### src/kps_pkg.sv
// Constants, field layout and state record of the keypad matrix scanner.
// Assumes a 50 MHz bus clock and byte-wide registers on AXI4-Lite words.
// Contract
// RL1 - Five column drive outputs and six row sense inputs, thirty keys.
// RL2 - Scanning is off after reset until firmware sets scan enable.
// RL3 - All scan and debounce timing comes from a 1 kHz tick.
// RL4 - Tick runs only while keypad clock enable bit 6 is set.
// RL5 - Rows and columns taking part are set by the dimension register.
// RL6 - Enabled and idle: all columns low, wait for any low row.
// RL7 - On a low row, wait one debounce period, confirm, then scan.
// RL8 - Debounce period is 4 ms to 256 ms in 4 ms steps.
// RL9 - No low row after debounce returns to idle, all columns low.
// RL10 - Scan drives one column low at a time, checks rows, moves on.
// RL11 - Two-bit scan time sets 1 to 4 ms between key checks.
// RL12 - Exactly one closed switch is a valid key; more report none.
// RL13 - Column order follows order registers; row order is fixed.
// RL14 - Firmware rewrites order registers whenever a new sequence is wanted.
// RL15 - Valid key stores column and row and raises the key interrupt.
// RL16 - While enabled, column and row results change only on valid keys.
// RL17 - Scanning continues without waiting for the interrupt to be serviced.
// RL18 - After any scan result, wait until the keys are released.
// RL19 - On release run debounce; restart if pressed, else go idle.
// RL20 - Scanning disabled: column outputs follow the column register.
// RL21 - Disabling mid-scan keeps the last stored column value on pins.
// RL22 - Bypass: firmware writes columns and reads rows itself.
// RL23 - Six-bit debounce field counts 4 ms; zero means 256 ms.
// RL24 - Key flag clears on status read; interrupt only when enabled.
// RL25 - Disabled: row falling edge after all high sets flag, tick or not.
// RL26 - Timers count ticks only and hold while the tick is stopped.
package kps_pkg;
  localparam int NUM_COLS = 5;
  localparam int NUM_ROWS = 6;
  localparam int ADDR_W   = 12;
  // Register word indices; byte address is four times the index
  localparam logic [9:0] IDX_COLRES = 10'h0D0;
  localparam logic [9:0] IDX_ROWRES = 10'h0D1;
  localparam logic [9:0] IDX_DIM    = 10'h0D2;
  localparam logic [9:0] IDX_TIMING = 10'h0D3;
  localparam logic [9:0] IDX_STATUS = 10'h0D4;
  localparam logic [9:0] IDX_ORD_LO = 10'h0D6;
  localparam logic [9:0] IDX_ORD_HI = 10'h0D7;
  localparam logic [9:0] IDX_MCLK   = 10'h0D8;
  // Reset values
  localparam logic [7:0] RST_TIMING = 8'h00;
  localparam logic [7:0] RST_ORD    = 8'h00;
  localparam logic [7:0] RST_DIM    = 8'h65;
  localparam logic [4:0] RST_COLRES = 5'h00;
  // Field positions
  localparam int BIT_IRQ_EN  = 0;
  localparam int BIT_FLAG    = 1;
  localparam int BIT_SCAN_EN = 2;
  localparam int BIT_KEYCLK  = 3;
  localparam int BIT_KB_EN   = 6;
  localparam int SC_LSB      = 0;
  localparam int DB_LSB      = 2;
  localparam int DIM_COL_LSB = 0;
  localparam int DIM_ROW_LSB = 4;
  // Timing
  localparam int CLK_HZ      = 50_000_000;
  localparam int TICK_HZ     = 1_000;
  localparam int TICK_CYCLES = CLK_HZ / TICK_HZ;
  localparam int DB_STEP_MS  = 4;
  localparam int DB_MAX_MS   = 256;
  localparam int SC_MAX_MS   = 4;
  localparam logic [1:0] RESP_OKAY   = 2'h0;
  localparam logic [1:0] RESP_SLVERR = 2'h2;

  typedef enum logic [2:0] {
    KPS_IDLE, KPS_PRESS_DB, KPS_SCAN, KPS_REL_WAIT, KPS_REL_DB
  } kps_phase_type;

  typedef struct packed {
    logic [5:0]  row_meta;
    logic [5:0]  row_sync;
    logic [5:0]  row_last;
    logic [15:0] tick_cnt;
    logic        tick_level;
    kps_phase_type phase;
    logic [8:0]  timer;
    logic [2:0]  step;
    logic [1:0]  hits;
    logic [2:0]  hit_col;
    logic [2:0]  hit_row;
    logic [4:0]  col_drive;
    logic [7:0]  timing;
    logic        scan_en;
    logic        irq_en;
    logic        flag;
    logic [4:0]  key_column_result;
    logic [5:0]  key_row_result;
    logic [7:0]  ord_lo;
    logic [6:0]  ord_hi;
    logic [7:0]  dim;
    logic        kb_en;
    logic        aw_held;
    logic [9:0]  aw_idx;
    logic        w_held;
    logic [7:0]  w_data;
    logic        w_en;
    logic        bvalid;
    logic [1:0]  bresp;
    logic        rvalid;
    logic [7:0]  rdata;
    logic [1:0]  rresp;
  } kps_state_type;
endpackage : kps_pkg

### src/kps_scanner.sv
// Keypad matrix scanner with AXI4-Lite register slave.
// Assumes rows pulled up outside and asynchronous to aclk.
`timescale 1ns/1ps
module kps_scanner #(
  parameter int TICK_CYCLES = kps_pkg::TICK_CYCLES
) (
  // Clock and reset
  input  wire logic        aclk,
  input  wire logic        aresetn,
  // AXI4-Lite write
  input  wire logic [11:0] awaddr,
  input  wire logic        awvalid,
  output logic             awready,
  input  wire logic [31:0] wdata,
  input  wire logic [3:0]  wstrb,
  input  wire logic        wvalid,
  output logic             wready,
  output logic [1:0]       bresp,
  output logic             bvalid,
  input  wire logic        bready,
  // AXI4-Lite read
  input  wire logic [11:0] araddr,
  input  wire logic        arvalid,
  output logic             arready,
  output logic [31:0]      rdata,
  output logic [1:0]       rresp,
  output logic             rvalid,
  input  wire logic        rready,
  // Keypad matrix
  output logic [4:0]       col_out,
  input  wire logic [5:0]  row_in,
  // Key interrupt
  output logic             key_irq
);

  kps_pkg::kps_state_type s;
  kps_pkg::kps_state_type n;
  logic       tick;
  logic [5:0] rmask;
  logic [5:0] pressed;
  logic       any_low;
  logic       flag_set;
  logic       rd_clear;
  logic [2:0] cur_col;
  logic       bypass_edge;

  //----------------------------------------
  // Helpers
  //----------------------------------------
  function automatic logic [8:0] db_ticks(input logic [7:0] t);
    logic [5:0] f;
    f = t[kps_pkg::DB_LSB +: 6];
    if (f == 6'h00) db_ticks = 9'(kps_pkg::DB_MAX_MS); // RL23
    else db_ticks = 9'(f * kps_pkg::DB_STEP_MS); // RL8
  endfunction : db_ticks

  function automatic logic [8:0] sc_ticks(input logic [7:0] t);
    logic [1:0] f;
    f = t[kps_pkg::SC_LSB +: 2];
    if (f == 2'h0) sc_ticks = 9'(kps_pkg::SC_MAX_MS); // RL11
    else sc_ticks = {7'h00, f};
  endfunction : sc_ticks

  function automatic logic [2:0] dim_cnt(input logic [2:0] v, input logic [2:0] max);
    if (v == 3'h0 || v > max) dim_cnt = max;
    else dim_cnt = v;
  endfunction : dim_cnt

  function automatic logic [2:0] order_col(input kps_pkg::kps_state_type st,
                                           input logic [2:0] idx);
    case (idx)
      3'h0:    order_col = st.ord_lo[2:0];
      3'h1:    order_col = st.ord_lo[5:3];
      3'h2:    order_col = {st.ord_hi[0], st.ord_lo[7:6]};
      3'h3:    order_col = st.ord_hi[3:1];
      default: order_col = st.ord_hi[6:4];
    endcase
  endfunction : order_col

  function automatic logic [1:0] pop2(input logic [5:0] v);
    logic [2:0] c;
    c = 3'h0;
    for (int i = 0; i < 6; i++) c = c + {2'h0, v[i]};
    pop2 = (c > 3'h2) ? 2'h2 : c[1:0];
  endfunction : pop2

  function automatic logic [2:0] first_row(input logic [5:0] v);
    first_row = 3'h0;
    for (int i = 5; i >= 0; i--) if (v[i]) first_row = 3'(i);
  endfunction : first_row

  function automatic logic mapped(input logic [9:0] idx);
    mapped = idx inside {kps_pkg::IDX_COLRES, kps_pkg::IDX_ROWRES, kps_pkg::IDX_DIM,
                         kps_pkg::IDX_TIMING, kps_pkg::IDX_STATUS,
                         kps_pkg::IDX_ORD_LO, kps_pkg::IDX_ORD_HI, kps_pkg::IDX_MCLK};
  endfunction : mapped

  //----------------------------------------
  // Combinational views
  //----------------------------------------
  assign tick    = s.kb_en && s.tick_cnt == 16'(TICK_CYCLES - 1); // RL3 RL4
  assign rmask   = 6'(6'h3F >> (3'(kps_pkg::NUM_ROWS)
                   - dim_cnt(s.dim[kps_pkg::DIM_ROW_LSB +: 3], 3'(kps_pkg::NUM_ROWS)))); // RL5
  assign pressed = ~s.row_sync & rmask;
  assign any_low = |pressed;
  assign cur_col = order_col(s, s.step); // RL13
  assign bypass_edge = !s.scan_en && (&(s.row_last | ~rmask)) && any_low; // RL25
  assign rd_clear = arvalid && arready && araddr[11:2] == kps_pkg::IDX_STATUS;

  assign awready = !s.aw_held && !s.bvalid;
  assign wready  = !s.w_held && !s.bvalid;
  assign arready = !s.rvalid;
  assign bvalid  = s.bvalid;
  assign bresp   = s.bresp;
  assign rvalid  = s.rvalid;
  assign rdata   = {24'h000000, s.rdata};
  assign rresp   = s.rresp;
  assign col_out = s.col_drive; // RL1
  assign key_irq = s.flag && s.irq_en; // RL24 RL15

  //----------------------------------------
  // Next state
  //----------------------------------------
  always_comb begin
    logic [2:0] ncols;
    logic [1:0] cnt;
    logic [1:0] tot;
    logic [9:0] ri;
    ncols = dim_cnt(s.dim[kps_pkg::DIM_COL_LSB +: 3], 3'(kps_pkg::NUM_COLS));
    cnt = pop2(pressed);
    tot = 2'h0;
    ri = araddr[11:2];
    n = s;
    flag_set = 1'b0;
    n.row_meta = row_in;
    n.row_sync = s.row_meta;
    n.row_last = s.row_sync;
    if (s.kb_en) begin
      n.tick_cnt = tick ? 16'h0000 : s.tick_cnt + 16'h0001;
      if (tick) n.tick_level = ~s.tick_level;
    end
    // Scan sequencer; timers move on ticks only
    case (s.phase)
      kps_pkg::KPS_IDLE: begin
        if (s.scan_en && any_low) begin // RL6
          n.phase = kps_pkg::KPS_PRESS_DB;
          n.timer = db_ticks(s.timing);
        end
      end
      kps_pkg::KPS_PRESS_DB: begin
        if (tick) begin // RL26
          n.timer = s.timer - 9'h001;
          if (s.timer == 9'h001) begin
            if (any_low) begin // RL7
              n.phase = kps_pkg::KPS_SCAN;
              n.step  = 3'h0;
              n.hits  = 2'h0;
              n.timer = sc_ticks(s.timing);
            end else begin
              n.phase = kps_pkg::KPS_IDLE; // RL9
            end
          end
        end
      end
      kps_pkg::KPS_SCAN: begin
        if (tick) begin // RL11 RL26
          n.timer = s.timer - 9'h001;
          if (s.timer == 9'h001) begin
            tot = ({1'b0, s.hits} + {1'b0, cnt} > 3'h2) ? 2'h2 : 2'(s.hits + cnt); // RL12
            n.hits = tot;
            if (s.hits == 2'h0 && cnt != 2'h0) begin
              n.hit_col = cur_col;
              n.hit_row = first_row(pressed); // RL13
            end
            if (s.step == ncols - 3'h1) begin // RL10
              n.phase = kps_pkg::KPS_REL_WAIT; // RL18 RL17
              if (tot == 2'h1) begin // RL12 RL15 RL16
                n.key_column_result = 5'(~(5'h01 << (s.hits == 2'h0 ? cur_col : s.hit_col)));
                n.key_row_result = 6'(~(6'h01 << (s.hits == 2'h0 ? first_row(pressed)
                                                                 : s.hit_row)));
                flag_set = 1'b1;
              end
            end else begin
              n.step  = s.step + 3'h1;
              n.timer = sc_ticks(s.timing);
            end
          end
        end
      end
      kps_pkg::KPS_REL_WAIT: begin
        if (!any_low) begin // RL19
          n.phase = kps_pkg::KPS_REL_DB;
          n.timer = db_ticks(s.timing);
        end
      end
      kps_pkg::KPS_REL_DB: begin
        if (tick) begin // RL26
          n.timer = s.timer - 9'h001;
          if (s.timer == 9'h001) begin
            if (any_low) n.timer = db_ticks(s.timing); // RL19
            else n.phase = kps_pkg::KPS_IDLE;
          end
        end
      end
      default: n.phase = kps_pkg::KPS_IDLE;
    endcase
    if (bypass_edge) flag_set = 1'b1; // RL25
    // AXI write path
    if (awvalid && awready) begin
      n.aw_held = 1'b1;
      n.aw_idx  = awaddr[11:2];
    end
    if (wvalid && wready) begin
      n.w_held = 1'b1;
      n.w_data = wdata[7:0];
      n.w_en   = wstrb[0];
    end
    if (s.aw_held && s.w_held) begin
      n.aw_held = 1'b0;
      n.w_held  = 1'b0;
      n.bvalid  = 1'b1;
      n.bresp   = mapped(s.aw_idx) ? kps_pkg::RESP_OKAY : kps_pkg::RESP_SLVERR;
      if (s.w_en) begin
        case (s.aw_idx)
          kps_pkg::IDX_TIMING: n.timing = s.w_data;
          kps_pkg::IDX_STATUS: begin
            n.scan_en = s.w_data[kps_pkg::BIT_SCAN_EN];
            n.irq_en  = s.w_data[kps_pkg::BIT_IRQ_EN];
          end
          kps_pkg::IDX_COLRES: if (!s.scan_en) n.key_column_result = s.w_data[4:0]; // RL16 RL22
          kps_pkg::IDX_ORD_LO: n.ord_lo = s.w_data; // RL14
          kps_pkg::IDX_ORD_HI: n.ord_hi = s.w_data[6:0];
          kps_pkg::IDX_DIM: n.dim = s.w_data;
          kps_pkg::IDX_MCLK: n.kb_en = s.w_data[kps_pkg::BIT_KB_EN];
          default: n.timing = s.timing;
        endcase
      end
    end
    if (s.bvalid && bready) n.bvalid = 1'b0;
    // AXI read path
    if (arvalid && arready) begin
      n.rvalid = 1'b1;
      n.rresp  = mapped(ri) ? kps_pkg::RESP_OKAY : kps_pkg::RESP_SLVERR;
      case (ri)
        kps_pkg::IDX_TIMING: n.rdata = s.timing;
        kps_pkg::IDX_STATUS: n.rdata = {4'h0, s.tick_level, s.scan_en, s.flag, s.irq_en};
        kps_pkg::IDX_COLRES: n.rdata = {3'h0, s.key_column_result};
        kps_pkg::IDX_ROWRES: n.rdata = {2'h0, s.scan_en ? s.key_row_result : s.row_sync}; // RL22
        kps_pkg::IDX_ORD_LO: n.rdata = s.ord_lo;
        kps_pkg::IDX_ORD_HI: n.rdata = {1'b0, s.ord_hi};
        kps_pkg::IDX_DIM:    n.rdata = s.dim;
        kps_pkg::IDX_MCLK:   n.rdata = {1'b0, s.kb_en, 6'h00};
        default:             n.rdata = 8'h00;
      endcase
    end
    if (s.rvalid && rready) n.rvalid = 1'b0;
    // Flag: a set in the clearing cycle wins
    n.flag = (s.flag && !rd_clear) || flag_set; // RL24
    if (!n.scan_en) n.phase = kps_pkg::KPS_IDLE; // RL21
    // Column pins follow the next state
    if (!n.scan_en) n.col_drive = n.key_column_result; // RL20 RL21
    else if (n.phase == kps_pkg::KPS_SCAN)
      n.col_drive = 5'(~(5'h01 << order_col(n, n.step))); // RL10
    else n.col_drive = 5'h00; // RL6
  end

  //----------------------------------------
  // State register
  //----------------------------------------
  always_ff @(posedge aclk) begin
    if (!aresetn) begin
      s <= '0;
      s.row_meta <= 6'h3F;
      s.row_sync <= 6'h3F;
      s.row_last <= 6'h3F;
      s.phase    <= kps_pkg::KPS_IDLE;
      s.timing   <= kps_pkg::RST_TIMING;
      s.scan_en  <= 1'b0; // RL2
      s.key_column_result <= kps_pkg::RST_COLRES;
      s.col_drive <= kps_pkg::RST_COLRES;
      s.ord_lo   <= kps_pkg::RST_ORD;
      s.ord_hi   <= 7'(kps_pkg::RST_ORD);
      s.dim      <= kps_pkg::RST_DIM;
    end else begin
      s <= n;
    end
  end
endmodule : kps_scanner

### config.mk
export PLATFORM = sky130hd
export DESIGN_NAME = kps_scanner
export DESIGN_NICKNAME = d
export VERILOG_FILES = /design/src/kps_pkg.sv /design/src/kps_scanner.sv
export SDC_FILE = /design/constraint.sdc
export NUM_CORES = 1
export LEC_CHECK = 0
export ABC_AREA = 1
export BUFFER_PORTS_ARGS = -buffer_cell sky130_fd_sc_hd__buf_2
export CAP_MARGIN = 25
export CORE_MARGIN = 3
export CORE_UTILIZATION = 55
export CTS_CLUSTER_SIZE = 28
export DETAILED_ROUTE_END_ITERATION = 16
export GPL_TIMING_DRIVEN = 0
export PLACE_DENSITY = 0.78
export SETUP_SLACK_MARGIN = 0.1
export SLEW_MARGIN = 20
export SYNTH_ARGS = -nofsm -noshare
export SYNTH_HDL_FRONTEND = slang
export SYNTH_SLANG_ARGS = --single-unit
### constraint.sdc
create_clock -name aclk -period 7 [get_ports aclk]
set_clock_uncertainty 0.05 [all_clocks]
set_input_delay 1.4 -clock aclk [delete_from_list [all_inputs] [get_ports aclk]]
set_output_delay 1.4 -clock aclk [all_outputs]
set_load 0.02 [all_outputs]
=== Word level (Yosys, flattened, before mapping) ===
Index checks and enable logic that the tools add are counted.

* Flip-flop bits (word level): 144
* Input port bits: 73
* Output and inout bits: 47
* Word-level logic and storage cells: 226

* Add/sub/neg operators: 12
* Magnitude comparators: 4
* Equal/unequal tests: 39
* Shift operators: 4
* Muxes and demuxes: 74
* Bitwise gates (word level): 9
* Reduce and logical (&&, ||, !) cells: 52

{| class="wikitable"
|+ Operator list
! kind !! number
|-
| 10-bit by 8-bit == test with 1-bit output (second input constant) || 16
|-
| 11-bit 2-to-1 mux || 6
|-
| 8-bit one-hot mux with 8 select lines || 1
|-
| 3-bit 2-to-1 mux || 21
|-
| 12-bit 2-to-1 mux || 5
|-
| 23-bit 2-to-1 mux || 2
|-
| 9-bit one-hot mux with 5 select lines || 1
|-
| 17-bit 2-to-1 mux || 2
|-
| 5-bit 2-to-1 mux || 6
|-
| 25-bit 2-to-1 mux || 1
|-
| 24-bit 2-to-1 mux || 1
|-
| 3-bit one-hot mux with 4 select lines || 2
|-
| 3-bit by 2-bit == test with 1-bit output (second input constant) || 7
|-
| 9-bit 2-to-1 mux || 2
|-
| 6-bit NOT || 3
|-
| 6-bit AND reduction || 3
|-
| 16-bit by 1-bit adder with 16-bit output (second input constant) || 1
|-
| 16-bit == test (second input constant) || 1
|-
| 1-bit logical AND || 16
|-
| 16-bit 2-to-1 mux || 1
|-
| 2-bit 2-to-1 mux || 8
|-
| 8-bit 2-to-1 mux || 2
|-
| 2-bit != test (second input constant) || 8
|-
| 8-bit nonzero test || 2
|-
| other kinds (42) || 76
|}

=== Depth between registers and ports, before layout ===
Gate-level depths: netlist of the first run.

* Depth after elaboration: 35
* Mapped depth: 29
* Mapped depth without buffers: 29

=== Least setup slack after synthesis of the first run ===
Ideal clock, no wire load.

* Path kind: reg-to-reg
* From: register s[42] in the netlist's numbering
* To: register s[64] in the netlist's numbering
* Library setup time: 0.116 ns
* Arrival: 4.506 ns
* Data required time: 6.834 ns
* Setup slack: 2.328 ns
* Cell stages (with the launch flop): 29
* Buffers on the path: 0
* Period minus slack after synthesis: 4.672 ns
* Cells stage by stage: dfxtp_1 > inv_2 > nand2_2 > nand2_1 > ha_1 > inv_1 > ha_1 > inv_2 > nor2_1 > nor2_1 > fa_1 > inv_1 > fa_1 > inv_1 > ha_1 > inv_1 > fa_1 > nand2_1 > nor2_1 > ha_1 > inv_1 > fa_1 > nand3_1 > inv_1 > nand4_1 > nor2_1 > nand3_1 > o211ai_1 > inv_1

* Longest elaborated chain between the ends: 20
* Elaborated cells on any way between the ends: 34
* Those cells by class: 8 x add/sub; 3 x order compare; 1 x eq/ne; 2 x shift; 15 x mux; 2 x bitwise; 3 x reduce/logical

{| class="wikitable"
|+ RTL lines
! item !! RTL line !! text
|-
| start, declared || kps_scanner.sv:36 || <nowiki>kps_pkg::kps_state_type s;</nowiki>
|-
| start signal, assigned || kps_scanner.sv:285 || <nowiki>s <= n;</nowiki>
|-
| 3-bit greater-than comparator / 3-bit zero test (equally long branches) || kps_scanner.sv:65 || <nowiki>if (v == 3'h0 || v > max) dim_cnt = max;</nowiki>
|-
| 1-bit logical OR || kps_scanner.sv:65 ||
|-
| 3-bit 2-to-1 mux (*) || kps_scanner.sv:65 ||
|-
| 3-bit subtractor (*) || kps_scanner.sv:103 || <nowiki>- dim_cnt(s.dim[kps_pkg::DIM_ROW_LSB +: 3], 3'(kps_pkg::NUM_ROWS))));</nowiki>
|-
| 6-bit by 3-bit right shift with 6-bit output (*) || kps_scanner.sv:102 || <nowiki>assign rmask = 6'(6'h3F >> (3'(kps_pkg::NUM_ROWS)</nowiki>
|-
| 6-bit bitwise AND (*) || kps_scanner.sv:104 || <nowiki>assign pressed = ~s.row_sync & rmask;</nowiki>
|-
| branches (longest 14 deep; another with 2-bit by 1-bit adder with 3-bit output) || -- ||
|}

Mark *: on every way between the ends. The select of a mux whose other input is x is not followed.
A chain may end at the register's enable or synchronous reset.

=== Final worst setup path of the first run ===
* From: register s[40] in the netlist's numbering
* To: register s (netlist bit col_out[4])

* Longest elaborated chain between the ends: 27
* Elaborated cells on any way between the ends: 54
* Those cells by class: 8 x add/sub; 3 x order compare; 5 x eq/ne; 2 x shift; 29 x mux; 2 x bitwise; 5 x reduce/logical

{| class="wikitable"
|+ RTL lines
! item !! RTL line !! text
|-
| 3-bit greater-than comparator / 3-bit zero test (equally long branches) || kps_scanner.sv:65 ||
|-
| 1-bit logical OR || kps_scanner.sv:65 ||
|-
| 3-bit 2-to-1 mux (*) || kps_scanner.sv:65 ||
|-
| 3-bit subtractor (*) || kps_scanner.sv:103 ||
|-
| 6-bit by 3-bit right shift with 6-bit output (*) || kps_scanner.sv:102 ||
|-
| 6-bit bitwise AND (*) || kps_scanner.sv:104 ||
|-
| 1-bit by 1-bit adder with 2-bit output || kps_scanner.sv:83 || <nowiki>for (int i = 0; i < 6; i++) c = c + {2'h0, v[i]};</nowiki>
|-
| 2-bit by 1-bit adder with 3-bit output || kps_scanner.sv:83 ||
|-
| (+11 left out) || -- ||
|-
| 11-bit 2-to-1 mux || kps_scanner.sv:168 || <nowiki>if (s.timer == 9'h001) begin</nowiki>
|-
| 11-bit 2-to-1 mux || kps_scanner.sv:166 || <nowiki>if (tick) begin</nowiki>
|-
| 11-bit 2-to-1 mux || kps_scanner.sv:143 || <nowiki>case (s.phase)</nowiki>
|-
| 5-bit 2-to-1 mux || kps_scanner.sv:230 || <nowiki>kps_pkg::IDX_COLRES: if (!s.scan_en) n.key_column_result = s.w_data[4:0];</nowiki>
|-
| 5-bit 2-to-1 mux || kps_scanner.sv:224 || <nowiki>case (s.aw_idx)</nowiki>
|-
| 5-bit 2-to-1 mux || kps_scanner.sv:223 || <nowiki>if (s.w_en) begin</nowiki>
|-
| 5-bit 2-to-1 mux || kps_scanner.sv:218 || <nowiki>if (s.aw_held && s.w_held) begin</nowiki>
|-
| 5-bit 2-to-1 mux (*) || kps_scanner.sv:261 || <nowiki>if (!n.scan_en) n.col_drive = n.key_column_result;</nowiki>
|}

Every way passes the cells marked *; elsewhere a longest branch is shown, timed or not. The select of a mux whose other input is x is not followed.

==> impl_metrics.toml, run 1 <==
[placed_design]
placedCellCount = 1346
routabilityCongestion = 0.997
dpl.hpwl_mm = 16.3
dpl_cell_area_um2 = 8320
port_buffers = 62

[synth]
synthArstFlopShare_pct = 0
syn_area_per_cell_um2 = 7.10
synth.distinct_cells = 49
synthFlopType = "dfxtp_1"
postSynthCellCount = 1082
yosysWarnings = 0
synth_enable_flop_cells = 0
synthesis.area_um2 = 7680
ys_seq_area_share_pct = 37.0
ys_ff_latch = 142

[clocking]
cts_tree = "built"
clk_latency_ns = 0.44
cts_hold_buf = 0
clk_pin_slew_ns = 0.07
cts_setup_buffers = 0
h-tree-depth = 4
cts.sinks = 142
numCtsBuffers = 17
root_buffer = "clkbuf_16"
cts_resized = 0
clock_path_buffers = 2

[grt]
grt_pass1_wl_mm = 34.2
grt_usage_pct = 29.1
grt_pass1_vias = 6898
antenna_found_initial = 0
grt_max_degree = 17
grt_overflow_total = 0

[route]
drt-initial-drc-count = 744
drc = 0
dr.pass1.iters = 6
routed_wl_mm = 21.5
vias = 7581
detail-route-antenna-nets = 0
post_drt_wl_per_cell_um = 15.6
avgViaCountPerCell = 5.50

[setup_path]
crit_slowest_cell = "fa_1"
critPathRequiredTime_ns = 7.33
critPathLaunchType = "flop"
crit_arrival_ns = 5.99
critPathKind = "flop to flop"
cpMostUsedCell = "inv_1"
critPathMaxStageDelay_ns = 0.50
end_kind = "flop"
worst-path-max-fanout = 6

[finish]
drive_above_1_share_pct = 17.3
multi_input_area_um2 = 3860
fillCellCount = 1234
final_area_um2 = 8930
synthToLayoutAreaGrowth_pct = 16.3
final_cells = 1378
n_antenna_cell = 0
fin_util_pct = 66.4
nets = 1280
layout.area.seq_um2 = 2840

[outcome]
outcome = "completed"

[floorplanning]
io_pins = 120
row_count = 42
initial_core_util_pct = 57.1
design.die.area_um2 = 15400
die_y_um = 124
core_area_um2 = 13500
die_w_um = 124

[timing]
finalCritPeriodShare_pct = 80.7
fin_crit_ns = 5.65
max_freq_mhz = 177
tightest_slew_ns = 1.01
rsz0062_at_grt = "false"
hold_viol_final = 0
drv_slew = 0
tns_ns = 0
relSlewSlack_pct = 32.0
whs_ns = 0.363
setup_viol = 0

[worst_hold_path]
min_path_type = "flop to flop"

[power_and_ir_drop]
ir_drop_uv = 205
p_leak_nw = 4.06
cellPowerDensity_nw_per_um2 = 215

[run]
drv_cap = 0
[placed cells by master (no fill, tap or decap), types with 3 or more instances in the layout]
master | netlist | final
dfxtp_1 | 142 | 142
inv_1 | 167 | 167
inv_2 | 11 | 11
o21ai_0 | 103 | 103
nor2_4 | 4 | 4
nand2_2 | 13 | 13
xnor2_1 | 3 | 3
clkbuf_16 | 0 | 17
o2111ai_1 | 3 | 3
xor2_1 | 7 | 7
nand3_1 | 48 | 48
buf_4 | 42 | 42
a21oi_1 | 85 | 85
or2_2 | 14 | 14
nand3b_1 | 4 | 4
nor3_2 | 4 | 4
ha_1 | 14 | 14
inv_6 | 0 | 4
nand3_2 | 3 | 3
o22ai_1 | 23 | 23
nand2_1 | 154 | 154
fa_1 | 4 | 4
nor3_1 | 22 | 22
clkinv_4 | 0 | 5
nor4_2 | 1 | 3
nand4_1 | 21 | 21
a211oi_1 | 8 | 8
o211ai_1 | 8 | 8
nor2_2 | 9 | 9
clkbuf_1 | 19 | 19
nor2_1 | 102 | 102
nor4_1 | 6 | 4
o41ai_1 | 5 | 5
o21a_1 | 9 | 9
conb_1 | 1 | 26
buf_2 | 2 | 65
[worst max-delay path, delay by kind of cell, from the launching register on]
family	cells	cell delay [ns]
DFF	1	0.38
and+or+nand+nor	9	1.42
buffers and inverters	8	0.68
AOI/OAI and AO/OA	3	0.46
adders and majority gates	8	2.59
[per-layer routing]
metal  global-route usage (%)  part of all wire (%)
met1                     37.1                    41
met2                     45.0                    44
met3                     7.54                   9.8
met4                     15.8                   4.6
met5                        0                     0
[cells in the mapped netlist (3+ instances only)]
master,count,area (µm²)
inv_2,11,41.3
nand2_2,13,81.3
xnor2_1,3,26.3
dfxtp_1,142,2840
o21a_1,9,67.6
inv_1,167,627
nor3_1,22,110
nand3b_1,4,30.0
nand3_1,48,240
nor2_2,9,56.3
o41ai_1,5,43.8
ha_1,14,175
o21ai_0,103,515
nand3_2,3,30.0
a211oi_1,8,60.1
or2_2,14,87.6
nor2_4,4,45.0
a21oi_1,85,425
clkbuf_1,19,71.3
o2111ai_1,3,26.3
o22ai_1,23,144
xor2_1,7,61.3
nand2_1,154,578
nor2_1,102,383
nand4_1,21,131
o211ai_1,8,60.1
buf_4,42,315
fa_1,4,80.1
nor3_2,4,40.0
nor4_1,6,37.5
[worst paths after layout]
path	to	depth (start not counted)	from	slack, ns
max reg2reg	col_out[4]$_SDFF_PN0_	28	s[40]$_SDFFE_PN0P_	1.35
max	col_out[4]$_SDFF_PN0_	28	s[40]$_SDFFE_PN0P_	1.35
min reg2reg	n[131]$_SDFF_PN1_	1	n[137]$_SDFF_PN1_	0.36
min	n[131]$_SDFF_PN1_	1	n[137]$_SDFF_PN1_	0.36
[through the flow]
stage	setup WS, ns	power (mW)
global placement	1.58	1.00
global route	1.06	1.98
CTS	1.45	1.92
detailed placement	1.49	1.01
finish	1.35	1.92
floorplan	2.33	0.956
[cells by family (layout without fill, tap and decap cells)]
kind of cell | Yosys count | in the layout | share of synthesized area, %
compound gates | 255 | 255 | 18.6
xor+xnor | 10 | 10 | 1.14
fa+ha+maj | 18 | 18 | 3.32
buf+inv | 242 | 337 | 14.0
flops | 142 | 142 | 37.0
mux | 1 | 1 | 0.130
other cells | 1 | 26 | 0.0488
simple gates | 413 | 413 | 25.7
[area by class of cell]
type / count / area share (%)
Timing Repair Buffer: 63 / 3.53
Multi-Input combinational cell: 723 / 43.3
Sequential cell: 142 / 31.8
Tap cell: 176 / 2.47
Clock buffer: 19 / 5.07
Clock inverter: 13 / 1.72
Buffer: 64 / 4.57
Inverter: 178 / 7.49
[where the power goes]
group / internal [mW] / switching, mW
registers: 0.827 / 0.0108
logic: 0.0490 / 0.105
clock network: 0.550 / 0.380
[sequential cells by signal, indices dropped and copies added, names as in the netlist]
signal,flops
rvalid,1
rdata,8
bresp,1
col_out,5
s,113
rresp,1
bvalid,1
n,12
(Power assumes the default switching activity.)
==> run 2, diff against run 1 <==
- ABC_AREA: 1 -> 0
- clock period: 7 -> 5.9 ns (I/O delays scaled with it)
==> impl_metrics.toml, run 2 <==
[clocking]
clk_latency_ns = 0.42
cts_hold_buf = 0
cts.sinks = 142
clock_path_buffers = 2
root_buffer = "clkbuf_16"
h-tree-depth = 4
cts_tree = "built"
numCtsBuffers = 17
clk_pin_slew_ns = 0.06

[grt]
grt_pass1_vias = 6105
grt_pass1_wl_mm = 30.9
grt_usage_pct = 26.7
grt_overflow_total = 0
antenna_found_initial = 1
grt_max_degree = 17

[timing]
drv_slew = 0
tns_ns = 0
hold_viol_final = 0
setup_viol = 0
rsz0062_at_grt = "false"
tightest_slew_ns = 0.998
finalCritPeriodShare_pct = 91.6
max_freq_mhz = 185
fin_crit_ns = 5.41
relSlewSlack_pct = 32.8
fin_ws_ns = 0.495

[setup_path]
worst-path-max-fanout = 10
critPathRequiredTime_ns = 6.21
cpMostUsedCell = "inv_1"
r2r-start = "s[40]$_SDFFE_PN0P_"
r2r_setup_slack_ns = 0.49
crit_slowest_cell = "fa_1"
reg2regPathDepth = 24
critPathMaxStageDelay_ns = 0.51
critPathKind = "flop to flop"
end_kind = "flop"
crit_arrival_ns = 5.71
path_buf_inv = 6
critPathLaunchType = "flop"
crit_family = "adder cells"
crit_chain = "nor2_1 -> or2_2 -> ha_1 -> inv_1 -> ha_1 -> a21oi_4 -> fa_1 -> inv_1 -> fa_1 -> inv_1 -> ha_1 -> inv_1 -> fa_1 -> and3_1 -> ha_1 -> inv_1 -> fa_1 -> nand4_1 -> nor2_4 -> clkbuf_4 -> o221ai_1 -> a21oi_1 -> nand2_1 -> nand3_1"
worstReg2RegEnd = "col_out[4]$_SDFF_PN0_"

[floorplanning]
io_pins = 120
initial_core_util_pct = 56.4
design.die.area_um2 = 15100
row_count = 42
die_w_um = 123
core_area_um2 = 13300
die_y_um = 123

[synth]
synth_top_area_cell = "dfxtp_1"
ys_ff_latch = 142
ys_seq_area_share_pct = 37.9
synth.distinct_cells = 73
synthArstFlopShare_pct = 0
synth.most_common_cell = "dfxtp_1"
synthFlopType = "dfxtp_1"
synth.cells.most_frequent = "dfxtp_1, nor2_1, nand2_1"
synth_enable_flop_cells = 0
synthesis.area_um2 = 7490
synth.area.top_cells = "dfxtp_1, mux2i_1, nor2_1"
postSynthCellCount = 894
yosysWarnings = 0
synthDominantCellAreaShare_pct = 37.9
syn_area_per_cell_um2 = 8.38

[finish]
drive_above_1_share_pct = 18.0
n_antenna_cell = 0
fin_util_pct = 65.9
synthToLayoutAreaGrowth_pct = 17.0
multi_input_area_um2 = 4200
layout.area.seq_um2 = 2850
largest_reg_flops = 113
top_register = "s"
nets = 1091
fillCellCount = 1122
layout_common_cells = "dfxtp_1, nor2_1, nand2_1"
mostFrequentLayoutCell = "dfxtp_1"

[route]
detail-route-antenna-nets = 0
dr.pass1.iters = 7
post_drt_wl_per_cell_um = 16.7
drt-initial-drc-count = 539
vias = 6695
drc = 0
avgViaCountPerCell = 5.63
routed_wl_mm = 19.8

[placed_design]
dpl.hpwl_mm = 14.3
port_buffers = 60
routabilityCongestion = 0.949
place_ws_ns = 0.246

[worst_hold_path]
hold_start = "n[133]$_SDFF_PN1_"
min_to = "n[127]$_SDFF_PN1_"
min_path_type = "flop to flop"
whs_path_depth = 1

[power_and_ir_drop]
ir_drop_uv = 187
p_leak_nw = 3.65
cellPowerDensity_nw_per_um2 = 259

[outcome]
outcome = "completed"

[run]
drv_cap = 0
[run 2: stage by stage]
step           total power, mW  hold slack (ns)  area (µm²)  cells
2_1_floorplan             1.14            0.336        7590    919
3_3_place_gp              1.19            0.340        8110   1155
3_5_place_dp              1.19            0.351        8110   1155
4_1_cts                   2.28            0.371        8720   1187
5_1_grt                   2.34            0.381        8760   1189
6_report                  2.27            0.369        8760   1189
[run 2: timing repair]
action | CTS | global route
buffers inserted | 0 | 2
endpoints found under the setup margin | 0 | 17
resized for setup | 0 | 8
[run 2: per-layer routing]
| metal | GRT usage [%] | share of wire [%] |
|---|---|---|
| met5 | 0 | 0 |
| met3 | 7.79 | 8.6 |
| met2 | 40.7 | 44 |
| met4 | 11.7 | 3.1 |
| met1 | 35.3 | 44 |
[run 2: cell type report]
class / count / area share (%)
clock buffers: 19 / 5.17
clock inverters: 13 / 1.73
flip-flops and latches: 142 / 32.5
well taps: 176 / 2.51
inverters: 33 / 1.41
multi-input cells: 665 / 47.9
plain buffers: 79 / 5.20
repair buffers: 62 / 3.60
[run 2: worst max-delay path by stage]
stage                  startpoint                    end  cells past startpoint
6_report       s[40]$_SDFFE_PN0P_  col_out[4]$_SDFF_PN0_                     24
5_1_grt        s[40]$_SDFFE_PN0P_  col_out[4]$_SDFF_PN0_                     24
4_1_cts        s[40]$_SDFFE_PN0P_  col_out[0]$_SDFF_PN0_                     24
3_5_place_dp   s[40]$_SDFFE_PN0P_  col_out[4]$_SDFF_PN0_                     24
3_3_place_gp   s[40]$_SDFFE_PN0P_  col_out[0]$_SDFF_PN0_                     24
2_1_floorplan  s[40]$_SDFFE_PN0P_  col_out[0]$_SDFF_PN0_                     24
[run 2: logic make-up (layout without fill, tap and decap cells)]
kind of cell             Yosys count  after routing  synth area share, %
other                              1             26               0.0501
multiplexers                      78             78                 11.4
adder cells (fa/ha/maj)           18             18                 3.41
buffers and inverters            112            206                 7.70
AND/OR/NAND/NOR                  362            362                 23.1
flip-flops                       142            142                 37.9
XOR/XNOR                          19             19                 2.22
AO/OA/AOI/OAI                    162            162                 14.1
[run 2: where the power goes]
part	switching (mW)	total, mW	leakage, nW	internal (mW)
Combinational	0.110	0.178	2.21	0.0688
Clock	0.440	1.09	0.289	0.653
Sequential	0.0210	0.998	1.15	0.977
